--- config.mk ---
export PLATFORM = sky130hd
export DESIGN_NAME = ddr4_init_device
export DESIGN_NICKNAME = d
export VERILOG_FILES = /design/src/sync2.v /design/src/ddr4_init_device.v
export VERILOG_INCLUDE_DIRS = /design/src
export SDC_FILE = /design/constraint.sdc
export NUM_CORES = 1
export LEC_CHECK = 0
export BUFFER_PORTS_ARGS = -buffer_cell sky130_fd_sc_hd__buf_2
export CAP_MARGIN = 20
export CORE_UTILIZATION = 35
export CTS_CLUSTER_SIZE = 16
export DETAILED_ROUTE_END_ITERATION = 16
export HOLD_SLACK_MARGIN = 0.05
export PLACE_DENSITY = 0.63
export REMOVE_ABC_BUFFERS = 1
export SLEW_MARGIN = 20
export SYNTH_ARGS = -nofsm -noshare
export SYNTH_HDL_FRONTEND = slang
export SYNTH_SLANG_ARGS = --single-unit
--- constraint.sdc ---
create_clock -name aclk -period 4.4 [get_ports aclk]
set_clock_uncertainty 0.15 [all_clocks]
set_input_delay 1.1 -clock aclk [delete_from_list [all_inputs] [get_ports aclk]]
set_output_delay 1.1 -clock aclk [all_outputs]
set_load 0.01 [all_outputs]
--- src/ddr4_init_defines.vh ---
// Constants for the DDR4 reset, initialisation and access tracker
`ifndef DDR4_INIT_DEFINES_VH
`define DDR4_INIT_DEFINES_VH

// Clock rate and documented times
`define CLK_MHZ 25
`define INIT_TIME_US 500
`define XPR_MIN_NCK 4'h5
`define DLLK_NCK_DEF 1024
`define ZQINIT_NCK_DEF 1024

// Register byte addresses
`define REG_STATUS 8'h00
`define REG_CONTROL 8'h04
`define REG_MR_BASE 8'h08
`define REG_MR_LAST 8'h20
`define REG_ACT 8'h24
`define REG_ACCESS 8'h28
`define REG_BANKS 8'h2C

// AXI responses
`define RESP_OKAY 2'h0
`define RESP_SLVERR 2'h2

// Init states
`define ST_RESET 3'h0
`define ST_INTERNAL 3'h1
`define ST_WAIT_CKE 3'h2
`define ST_MRS 3'h3
`define ST_CAL_WAIT 3'h4
`define ST_READY 3'h5

// Command codes on {ras_n, cas_n, we_n} when act_n is high
`define CMD_MRS 3'h0
`define CMD_REF 3'h1
`define CMD_PRE 3'h2
`define CMD_WR 3'h4
`define CMD_RD 3'h5
`define CMD_ZQ 3'h6

// Mode register select codes {bg0, ba1, ba0}
`define MR0 3'h0
`define MR1 3'h1
`define MR2 3'h2
`define MR3 3'h3
`define MR4 3'h4
`define MR5 3'h5
`define MR6 3'h6

// Address bit positions, burst length codes and beat counts
`define A_AP 10
`define A_BC 12
`define MR0_BL_LO 0
`define MR0_BL_HI 1
`define BL_FIXED8 2'h0
`define BL_OTF 2'h1
`define BL_FIXED4 2'h2
`define BEATS_8 4'h8
`define BEATS_4 4'h4
`define BEATS_PER_CK 4'h2

// Status bit positions
`define ST_ERR_ORDER 4
`define ST_ERR_XPR 5
`define ST_ERR_DES 6
`define ST_ERR_CKE 7
`define ST_ERR_CLOSED 8
`define ST_ERR_EARLY_ZQ 9
`define ERR_LO 4
`define ERR_HI 9

`endif

--- src/sync2.v ---
// Two-flip-flop synchroniser for a group of pin inputs
module sync2 #(
  parameter WIDTH = 1
) (
  // Clock and reset
  input wire aclk,
  input wire aresetn,
  // Asynchronous in, synchronised out
  input wire [WIDTH-1:0] d,
  output reg [WIDTH-1:0] q
);
  reg [WIDTH-1:0] meta_q;

  // First stage feeds only the second
  always @(posedge aclk) begin
    if (!aresetn) begin
      meta_q <= {WIDTH{1'b0}};
      q <= {WIDTH{1'b0}};
    end else begin
      meta_q <= d;
      q <= meta_q;
    end
  end
endmodule

--- src/ddr4_init_device.v ---
// DDR4 device-side reset, initialisation and access tracking with AXI4-Lite registers
//
// Local design decisions: the placing of the registers and the AXI4-Lite register port.
`include "ddr4_init_defines.vh"
module ddr4_init_device #(
  parameter INIT_CYCLES = `INIT_TIME_US * `CLK_MHZ,
  parameter DLLK_NCK = `DLLK_NCK_DEF,
  parameter ZQINIT_NCK = `ZQINIT_NCK_DEF
) (
  // Clock and reset
  input wire aclk,
  input wire aresetn,
  // AXI4-Lite write channels
  input wire [7:0] s_axi_awaddr,
  input wire s_axi_awvalid,
  output wire s_axi_awready,
  input wire [31:0] s_axi_wdata,
  input wire [3:0] s_axi_wstrb,
  input wire s_axi_wvalid,
  output wire s_axi_wready,
  output reg [1:0] s_axi_bresp,
  output reg s_axi_bvalid,
  input wire s_axi_bready,
  // AXI4-Lite read channels
  input wire [7:0] s_axi_araddr,
  input wire s_axi_arvalid,
  output wire s_axi_arready,
  output reg [31:0] s_axi_rdata,
  output reg [1:0] s_axi_rresp,
  output reg s_axi_rvalid,
  input wire s_axi_rready,
  // Memory pins from the controller
  input wire ck,
  input wire reset_n,
  input wire cke,
  input wire cs_n,
  input wire act_n,
  input wire ras_n,
  input wire cas_n,
  input wire we_n,
  input wire bg0,
  input wire [1:0] ba,
  input wire [16:0] addr,
  input wire odt,
  input wire connectivity_test_enable,
  // Device state
  output reg term_enable_q,
  output reg init_done_q,
  output reg burst_active_q
);
  wire [29:0] pins_s;
  wire ck_s, rst_s, cke_s, cs_s, act_s, ras_s, cas_s, we_s, bg_s, odt_s, ten_s;
  wire [1:0] ba_s;
  wire [16:0] addr_s;
  reg ck_q;
  reg cke_prev_q;
  reg [2:0] state_q;
  reg [13:0] timer_q;
  reg [11:0] nck_q;
  reg [3:0] xpr_q;
  reg [2:0] mr_step_q;
  reg [16:0] mr_q [0:6];
  reg [7:0] bank_open_q;
  reg [14:0] row_q [0:7];
  reg [5:0] err_q;
  reg [1:0] ctrl_q;
  reg [2:0] act_bank_q;
  reg [14:0] act_row_q;
  reg [9:0] col_q;
  reg [2:0] acc_bank_q;
  reg ap_q, wr_q;
  reg [3:0] beats_q;
  reg [3:0] burst_len_q;
  reg aw_taken_q, w_taken_q;
  reg [7:0] awaddr_q;
  reg [31:0] wdata_q;
  reg [3:0] wstrb_q;
  reg [5:0] err_set;
  reg [2:0] expect_mr;
  reg [31:0] rd_val;
  reg rd_hit;
  wire ck_rise, cmd_en, is_des, is_act, is_mrs, is_zq, is_rd, is_wr, is_pre, do_write;
  wire [2:0] sel;
  wire [3:0] req_len;
  integer i;

  // Every pin is synchronised before use
  sync2 #(.WIDTH(30)) u_pins (
    .aclk(aclk),
    .aresetn(aresetn),
    .d({ck, reset_n, cke, cs_n, act_n, ras_n, cas_n, we_n, bg0, ba, addr, odt, connectivity_test_enable}),
    .q(pins_s)
  );
  assign {ck_s, rst_s, cke_s, cs_s, act_s, ras_s, cas_s, we_s, bg_s, ba_s, addr_s, odt_s, ten_s} = pins_s;

  // Command decode at each memory clock rising edge
  assign ck_rise = ck_s & ~ck_q;
  assign cmd_en = ck_rise & cke_s & cke_prev_q & ~ten_s;
  assign is_des = cs_s;
  assign sel = {bg_s, ba_s};
  assign is_act = cmd_en & ~cs_s & ~act_s;
  assign is_mrs = cmd_en & ~cs_s & act_s & ({ras_s, cas_s, we_s} == `CMD_MRS);
  assign is_pre = cmd_en & ~cs_s & act_s & ({ras_s, cas_s, we_s} == `CMD_PRE);
  assign is_wr = cmd_en & ~cs_s & act_s & ({ras_s, cas_s, we_s} == `CMD_WR);
  assign is_rd = cmd_en & ~cs_s & act_s & ({ras_s, cas_s, we_s} == `CMD_RD);
  assign is_zq = cmd_en & ~cs_s & act_s & ({ras_s, cas_s, we_s} == `CMD_ZQ) & addr_s[`A_AP];

  // Burst length from MR0 and the per-command chop bit
  assign req_len = (mr_q[`MR0][`MR0_BL_HI:`MR0_BL_LO] == `BL_FIXED4) ? `BEATS_4 :
    ((mr_q[`MR0][`MR0_BL_HI:`MR0_BL_LO] == `BL_OTF) && !addr_s[`A_BC]) ? `BEATS_4 : `BEATS_8;

  // Expected mode register for each step of the initial write order
  always @* begin
    case (mr_step_q)
      3'h0: expect_mr = `MR3;
      3'h1: expect_mr = `MR6;
      3'h2: expect_mr = `MR5;
      3'h3: expect_mr = `MR4;
      3'h4: expect_mr = `MR2;
      3'h5: expect_mr = `MR1;
      default: expect_mr = `MR0;
    endcase
  end

  // Error events raised by the sequence checks
  always @* begin
    err_set = 6'h00;
    if (state_q == `ST_WAIT_CKE && ck_rise && cke_s && !cke_prev_q && !is_des)
      err_set[`ST_ERR_DES-`ERR_LO] = 1'b1;
    if (is_mrs && state_q == `ST_MRS && sel != expect_mr)
      err_set[`ST_ERR_ORDER-`ERR_LO] = 1'b1;
    if (is_mrs && state_q == `ST_MRS && xpr_q < `XPR_MIN_NCK)
      err_set[`ST_ERR_XPR-`ERR_LO] = 1'b1;
    if ((state_q == `ST_MRS || state_q == `ST_CAL_WAIT) && ck_rise && !cke_s)
      err_set[`ST_ERR_CKE-`ERR_LO] = 1'b1;
    if ((is_rd || is_wr) && !bank_open_q[sel])
      err_set[`ST_ERR_CLOSED-`ERR_LO] = 1'b1;
    if (is_zq && state_q == `ST_MRS && mr_step_q != 3'h7)
      err_set[`ST_ERR_EARLY_ZQ-`ERR_LO] = 1'b1;
  end

  // Initialisation state machine; reset pin overrides without a memory clock edge
  always @(posedge aclk) begin
    if (!aresetn) begin
      state_q <= `ST_RESET;
      timer_q <= 14'h0000;
      nck_q <= 12'h000;
      xpr_q <= 4'h0;
      mr_step_q <= 3'h0;
      ck_q <= 1'b0;
      cke_prev_q <= 1'b0;
      init_done_q <= 1'b0;
      term_enable_q <= 1'b0;
    end else begin
      ck_q <= ck_s;
      if (ck_rise)
        cke_prev_q <= cke_s;
      if (!rst_s) begin
        state_q <= `ST_RESET;
        init_done_q <= 1'b0;
        term_enable_q <= 1'b0;
        cke_prev_q <= 1'b0;
      end else begin
        term_enable_q <= (state_q >= `ST_MRS) & odt_s;
        case (state_q)
          `ST_RESET: begin
            timer_q <= 14'h0000;
            state_q <= `ST_INTERNAL;
          end
          `ST_INTERNAL: begin
            // Counted on the system clock, independent of the memory clock
            if (timer_q >= INIT_CYCLES[13:0] - 14'h0001)
              state_q <= `ST_WAIT_CKE;
            else
              timer_q <= timer_q + 14'h0001;
          end
          `ST_WAIT_CKE: begin
            if (ck_rise && cke_s) begin
              state_q <= `ST_MRS;
              xpr_q <= 4'h1;
              mr_step_q <= 3'h0;
            end
          end
          `ST_MRS: begin
            if (ck_rise && xpr_q != 4'hF)
              xpr_q <= xpr_q + 4'h1;
            if (is_mrs && (!ctrl_q[0] || sel == expect_mr) && mr_step_q != 3'h7)
              mr_step_q <= mr_step_q + 3'h1;
            if (is_zq) begin
              state_q <= `ST_CAL_WAIT;
              nck_q <= 12'h000;
            end
          end
          `ST_CAL_WAIT: begin
            if (ck_rise) begin
              if (nck_q >= DLLK_NCK[11:0] - 12'h001 && nck_q >= ZQINIT_NCK[11:0] - 12'h001) begin
                state_q <= `ST_READY;
                init_done_q <= 1'b1;
              end else
                nck_q <= nck_q + 12'h001;
            end
          end
          `ST_READY: state_q <= `ST_READY;
          default: state_q <= `ST_RESET;
        endcase
      end
    end
  end

  // Mode registers, bank rows and burst tracking
  always @(posedge aclk) begin
    if (!aresetn || !rst_s) begin
      for (i = 0; i < 7; i = i + 1)
        mr_q[i] <= 17'h00000;
      for (i = 0; i < 8; i = i + 1)
        row_q[i] <= 15'h0000;
      bank_open_q <= 8'h00;
      act_bank_q <= 3'h0;
      act_row_q <= 15'h0000;
      col_q <= 10'h000;
      acc_bank_q <= 3'h0;
      ap_q <= 1'b0;
      wr_q <= 1'b0;
      beats_q <= 4'h0;
      burst_len_q <= 4'h0;
      burst_active_q <= 1'b0;
    end else begin
      if (is_mrs && sel <= `MR6 && (!ctrl_q[0] || state_q != `ST_MRS || sel == expect_mr))
        mr_q[sel] <= addr_s;
      if (is_act) begin
        bank_open_q[sel] <= 1'b1;
        row_q[sel] <= addr_s[14:0];
        act_bank_q <= sel;
        act_row_q <= addr_s[14:0];
      end
      if (is_pre)
        bank_open_q <= addr_s[`A_AP] ? 8'h00 : (bank_open_q & ~(8'h01 << sel));
      if ((is_rd || is_wr) && state_q == `ST_READY) begin
        col_q <= addr_s[9:0];
        acc_bank_q <= sel;
        ap_q <= addr_s[`A_AP];
        wr_q <= is_wr;
        burst_len_q <= req_len;
        beats_q <= req_len;
        burst_active_q <= 1'b1;
        if (addr_s[`A_AP])
          bank_open_q[sel] <= 1'b0;
      end else if (ck_rise && burst_active_q) begin
        // Two beats leave the pins per memory clock
        if (beats_q <= `BEATS_PER_CK) begin
          beats_q <= 4'h0;
          burst_active_q <= 1'b0;
        end else
          beats_q <= beats_q - `BEATS_PER_CK;
      end
    end
  end

  // AXI4-Lite write: address and data in either order, response after both
  assign s_axi_awready = ~aw_taken_q & ~s_axi_bvalid;
  assign s_axi_wready = ~w_taken_q & ~s_axi_bvalid;
  assign do_write = aw_taken_q & w_taken_q & ~s_axi_bvalid;
  always @(posedge aclk) begin
    if (!aresetn) begin
      aw_taken_q <= 1'b0;
      w_taken_q <= 1'b0;
      awaddr_q <= 8'h00;
      wdata_q <= 32'h00000000;
      wstrb_q <= 4'h0;
      s_axi_bvalid <= 1'b0;
      s_axi_bresp <= `RESP_OKAY;
      ctrl_q <= 2'h0;
      err_q <= 6'h00;
    end else begin
      if (s_axi_awvalid && s_axi_awready) begin
        aw_taken_q <= 1'b1;
        awaddr_q <= s_axi_awaddr;
      end
      if (s_axi_wvalid && s_axi_wready) begin
        w_taken_q <= 1'b1;
        wdata_q <= s_axi_wdata;
        wstrb_q <= s_axi_wstrb;
      end
      // Sticky errors: a new event wins over a write-one clear
      if (do_write && awaddr_q == `REG_STATUS && wstrb_q[1:0] != 2'h0)
        err_q <= (err_q & ~wdata_q[`ERR_HI:`ERR_LO]) | err_set;
      else
        err_q <= err_q | err_set;
      if (do_write) begin
        aw_taken_q <= 1'b0;
        w_taken_q <= 1'b0;
        s_axi_bvalid <= 1'b1;
        s_axi_bresp <= (awaddr_q == `REG_STATUS || awaddr_q == `REG_CONTROL) ? `RESP_OKAY : `RESP_SLVERR;
        if (awaddr_q == `REG_CONTROL && wstrb_q[0])
          ctrl_q <= wdata_q[1:0];
      end else if (s_axi_bvalid && s_axi_bready)
        s_axi_bvalid <= 1'b0;
    end
  end

  // Read decode
  always @* begin
    rd_val = 32'h00000000;
    rd_hit = 1'b1;
    if (s_axi_araddr == `REG_STATUS)
      rd_val = {20'h00000, burst_active_q, ten_s, err_q, init_done_q, state_q};
    else if (s_axi_araddr == `REG_CONTROL)
      rd_val = {30'h00000000, ctrl_q};
    else if (s_axi_araddr >= `REG_MR_BASE && s_axi_araddr <= `REG_MR_LAST && s_axi_araddr[1:0] == 2'h0)
      rd_val = {15'h0000, mr_q[s_axi_araddr[4:2] - 3'h2]};
    else if (s_axi_araddr == `REG_ACT)
      rd_val = {14'h0000, act_bank_q, act_row_q};
    else if (s_axi_araddr == `REG_ACCESS)
      rd_val = {9'h000, burst_len_q, beats_q, wr_q, ap_q, acc_bank_q, col_q};
    else if (s_axi_araddr == `REG_BANKS)
      rd_val = {24'h000000, bank_open_q};
    else
      rd_hit = 1'b0;
  end

  // AXI4-Lite read channel
  assign s_axi_arready = ~s_axi_rvalid;
  always @(posedge aclk) begin
    if (!aresetn) begin
      s_axi_rvalid <= 1'b0;
      s_axi_rdata <= 32'h00000000;
      s_axi_rresp <= `RESP_OKAY;
    end else if (s_axi_arvalid && s_axi_arready) begin
      s_axi_rvalid <= 1'b1;
      s_axi_rdata <= rd_val;
      s_axi_rresp <= rd_hit ? `RESP_OKAY : `RESP_SLVERR;
    end else if (s_axi_rvalid && s_axi_rready)
      s_axi_rvalid <= 1'b0;
  end
endmodule

Word level (Yosys, flattened, before mapping) --
Memories as Yosys holds them, arrays and structs flattened. Cells that the tools add are included.
Storage, ports and cells: memory bits (writable) 119, memories kept 1, word-level logic and storage cells 264, register bits 218, output and inout bits 44
Memory list:
- mr_q | words 7, bits a word 17, read ports 2, clocked after memory_dff 0, wr ports 7, RTL line ddr4_init_device.v:62 | reg [16:0] mr_q [0:6];
Operators by class: eq/ne operators 35, magnitude comparators 10, bitwise gates (word level) 36, reductions and logical operators 72, shift operators 1, multiplexer cells 70, add/subtract/negate cells 6
Operators by type and width (number):
- $mux W23 | 5
- $mux W8 | 7
- $mux W12 | 3
- $pmux W3 S6 | 2
- $logic_and A1 B1 Y1 | 32
- $mux W4 | 7
- $pmux W14 S2 | 1
- $mux W1 | 27
- $eq A8 B6 Y1 const B | 3
- $mux W3 | 8
- $pmux W12 S2 | 1
- $eq A3 B3 Y1 const B | 7
- $and A1 B1 Y1 | 18
- $mux W17 | 1
- $reduce_or A17 Y1 | 1
- $and A8 B8 Y8 | 2
- $eq A8 B3 Y1 const B | 2
- $logic_not A8 Y1 | 2
- $not A8 Y8 | 2
- $reduce_bool A2 Y1 | 8
- $eq A3 B2 Y1 const B | 5
- $add A14 B1 Y14 const B | 1
- $ge A14 B14 Y1 const B | 1
- $mux W14 | 1
- other kinds (45) | 83

Logic depth before layout (Yosys ltp) --
depth after elaboration 15, depth in mapped cells 9, depth with buffers taken out 8

By module --
A second synthesis with hierarchy kept.
Second synthesis, totals: cells, all modules 1339, area total of the unflattened synthesis 14422.6 um2
Modules (own cells, without submodules):
- ddr4_init_device | cells each 1213, area an instance 12756.0 um2, sequential area each 6716.4 um2, instances 1
- sync2 | cells each 126, area an instance 1666.6 um2, sequential area each 1201.2 um2, instances 1

Worst setup path after synthesis --
Ideal clock, no wire load.
path type register -> register, start point reg mr_step_q[1], end point mem mr_q[1][0], enable pin, stages on the path, launching flop included 9, setup slack 0.744 ns, period minus slack after synthesis 3.656 ns, arrival 3.091 ns, cell sequence dfxtp_1 -> inv_1 -> ha_1 -> nor4b_1 -> a211oi_1 -> o22a_1 -> o31a_2 -> clkbuf_2 -> o21ai_0
RTL lines:
- from (decl) | RTL line ddr4_init_device.v:61 | reg [2:0] mr_step_q;
- from (signal assigned) | RTL line ddr4_init_device.v:188 | mr_step_q <= mr_step_q + 3'h1;
- to (decl) | RTL line ddr4_init_device.v:62

Worst setup path after layout --
start point in s_axi_araddr[3], end point reg s_axi_rdata[15]
Between the ends: longest elaborated chain between the ends 6, elaborated cells on any way between the ends 15, those cells by class add/sub (1); order compare (2); eq/ne (3); mux (5); reduce/logical (3); memory (1)
Ends and longest elaborated chain:
- from (decl) | RTL line ddr4_init_device.v:25 | input wire [7:0] s_axi_araddr,
- branches (longest 5 deep; another with $mem_v2 Z7 W17)
- $mux W23 (*) | RTL line ddr4_init_device.v:305 | if (s_axi_araddr == `REG_STATUS)
- to (signal assigned) | RTL line ddr4_init_device.v:330 | s_axi_rdata <= rd_val;
- to (decl) | RTL line ddr4_init_device.v:28 | output reg [31:0] s_axi_rdata,
Mark *: on every way between the ends. A chain may end at the register's enable or synchronous reset.

==> results.json <==
{
  "ioPinCount": 133,
  "p_leak_uw": 0.006272,
  "finalCritPeriodShare_pct": 76.92,
  "path_class": "in2reg",
  "synth_area_leaders": "dfxtp_1, edfxtp_1, and2_1",
  "synth_top_area_share_pct": 30.52,
  "fillerInstances": 3777,
  "die_height_um": 203.7,
  "clock-sinks": 336,
  "cts_max_level": 2,
  "min-delay-path-class": "reg2reg",
  "synth-async-reset-ratio_pct": 0,
  "die_w_um": 203.7,
  "post_cts_buffers": 0,
  "cap_violations": 0,
  "die_area_um2": 41490,
  "postSynthAreaPerCell_um2": 10.62,
  "gp_congestion": 0.8160,
  "drc": 0,
  "syn_area_um2": 14240,
  "synth.most_common_cell": "dfxtp_1",
  "p_sw_uw": 1484,
  "fin_crit_ps": 3384,
  "status": "finished, final reports clean",
  "clk-insertion-delay-late_ps": 540,
  "nets": 1546,
  "combPwrFrac_pct": 4.7,
  "grt_overflow_total": 0,
  "grt_usage_pct": 18.36,
  "cp_max_fo": 10,
  "portBuffers": 93,
  "grt_pass1_wl_mm": 58.46,
  "synth_top_cell_by_area": "dfxtp_1",
  "core-area_um2": 39910,
  "endpoint_kind": "register",
  "clkPwrFrac_pct": 45.3,
  "drt_first_pass_iters": 5,
  "worst_pin_slew_ps": 998.3,
  "met2_usage_pct": 30.05,
  "viasPerCell": 5.252,
  "grt_busiest_layer": "met2",
  "crit_path_start_kind": "input port",
  "switching_share_pct": 22.30,
  "grt_pass1_vias": 10290,
  "ys_warn_count": 0,
  "worst_ep_required_time_ps": 4650,
  "grt_max_degree": 81,
  "synth-edff-count": 119,
  "fin_ws_ps": 1016,
  "fmax_mhz": 295.5,
  "drive_gt1_share_pct": 16.61,
  "ant_nets": 0,
  "internal-power_uw": 5169,
  "postCtsResizedCells": 0,
  "cts_buffers": 37,
  "initialDrtViolationCount": 1071,
  "dp_worst_setup_slack_ps": 531.1,
  "syn2layout_area_growth_pct": 15.95,
  "hold_violations": 0,
  "cts_buffer_depth": 3,
  "use_met1_pct": 24.71,
  "synth.distinct_cells": 75,
  "core.rowCount": 73,
  "critPathArrivalTime_ps": 3640,
  "wl_per_cell_um": 18.97,
  "cts_tree": "yes",
  "synth_ff_type": "dfxtp_1",
  "ys_ff_latch": 336,
  "place_hpwl_mm": 24.38,
  "ys_seq_area_share_pct": 55.62,
  "hold_buffers": 0,
  "rsz0062_at_grt": "false",
  "path_clk_slew_ps": 60,
  "vdd_drop_max_mv": 0.1936,
  "setup_tns_ps": 0,
  "power_frac_seq_pct": 50.0,
  "cts_root_buf": "clkbuf_16",
  "drv_slew": 0,
  "powerDensity_nw_per_um2": 403.0,
  "slew_headroom_pct": 33.37,
  "synth_cells": 1340,
  "antenna_found_initial": 1,
  "grtUsageMet3_pct": 2.956,
  "diodes": 0,
  "num_vias": 10500,
  "routed_wl_mm": 37.94,
  "finalSetupViolCount": 0,
  "initial_utilization_pct": 35.67,
  "ys_top_cells_by_count": "dfxtp_1, and2_1, nand2_1"
}
metrics by stage:
step	utilization, %	area [um^2]	hold slack, ps	std cells	total power, uW
final	41.36	16510	274.0	2000	6652
after global routing	41.36	16510	287.9	2000	6866
after CTS	41.31	16490	281.6	1999	6714
after detailed placement	38.37	15310	267.9	1931	3708
after global placement	38.37	15310	269.1	1931	3702
after floorplan	-	13940	245.2	1282	3543
worst max-delay path, stage by stage:
cell      delay (ps)
buf_2            110
clkinv_1         410
ha_1             860
buf_4            340
mux2i_1          480
o21ai_0          160
o21ai_0          100
nor2_1            50
power by group through the flow:
stage / combinational [uW] / clock [uW] / sequential (uW)
after floorplan: 166 / 0 / 3380
after global placement: 310 / 0 / 3390
after detailed placement: 313 / 0 / 3400
after CTS: 314 / 3070 / 3330
after global routing: 342 / 3190 / 3340
final: 312 / 3010 / 3330
path summary, 6_finish.rpt:
check	slack [ps]	start	cells past startpoint	endpoint
worst min-delay path	270	u_pins.meta_q[13]$_SDFF_PN0_	1	u_pins.q[13]$_SDFF_PN0_
worst min register to register	270	u_pins.meta_q[13]$_SDFF_PN0_	1	u_pins.q[13]$_SDFF_PN0_
worst max register to register	1150	u_pins.q[20]$_SDFF_PN0_	7	mr_q[4][10]$_SDFFCE_PN0P_
worst max-delay path	1020	s_axi_araddr[3]	8	s_axi_rdata[15]$_SDFFE_PN0P_
kinds of logic (layout without fill, tap and decap cells):
family	count (synthesis)	in the layout	synth area share (%)
AO/OA/AOI/OAI	245	245	10.46
XOR/XNOR	20	20	1.230
adder cells (fa/ha/maj)	11	11	0.9668
buffers and inverters	111	217	3.454
flip-flops	336	336	55.62
multiplexers	77	77	8.455
other	1	30	0.02634
AND/OR/NAND/NOR	539	539	19.79
layout make-up:
type | count | area (um^2) | share of cell area (%)
clock buffer | 55 | 1086 | 6.579
clock inverter | 13 | 90.09 | 0.5457
inverter | 24 | 90.09 | 0.5457
multi-input combinational | 922 | 5957 | 36.09
sequential | 336 | 7918 | 47.96
tap | 525 | 656.9 | 3.979
timing repair buffer | 125 | 709.4 | 4.298
cell usage in the layout, fill, tap and decap left out, types with 6 or more instances in the layout:
cell and count:
a211oi_1 9, a21oi_1 119, a221oi_1 9, a22oi_1 7, and2_1 155, and3_1 23
buf_2 93, buf_4 31, clkbuf_1 11, clkbuf_16 39, clkinv_1 7, conb_1 30
dfxtp_1 217, edfxtp_1 119, ha_1 11, inv_1 23, mux2_2 6, mux2i_1 37
mux4_2 34, nand2_1 146, nand2b_1 9, nand3_1 44, nand4_1 6, nor2_1 89
nor3_1 16, nor4_1 7, o21ai_0 47, o21ai_1 7, o221a_2 7, o22ai_1 7
xnor2_1 15
registers in the layout, summed over array words and instances, names as in the netlist, 10 cells and up:
signal         cells
act_row_q         15
col_q             10
mr_q             136
nck_q             12
s_axi_rdata       21
timer_q           14
u_pins.meta_q     30
u_pins.q          30
layer usage:
| metal | vias up | wire [um] |
|---|---|---|
| met1 | 5127 | 16560 |
| met2 | 364 | 17850 |
| li1 | 4940 | - |
| met5 | - | 0 |
| met4 | 0 | 964 |
| met3 | 72 | 2556 |
(Power assumes the default switching activity.)
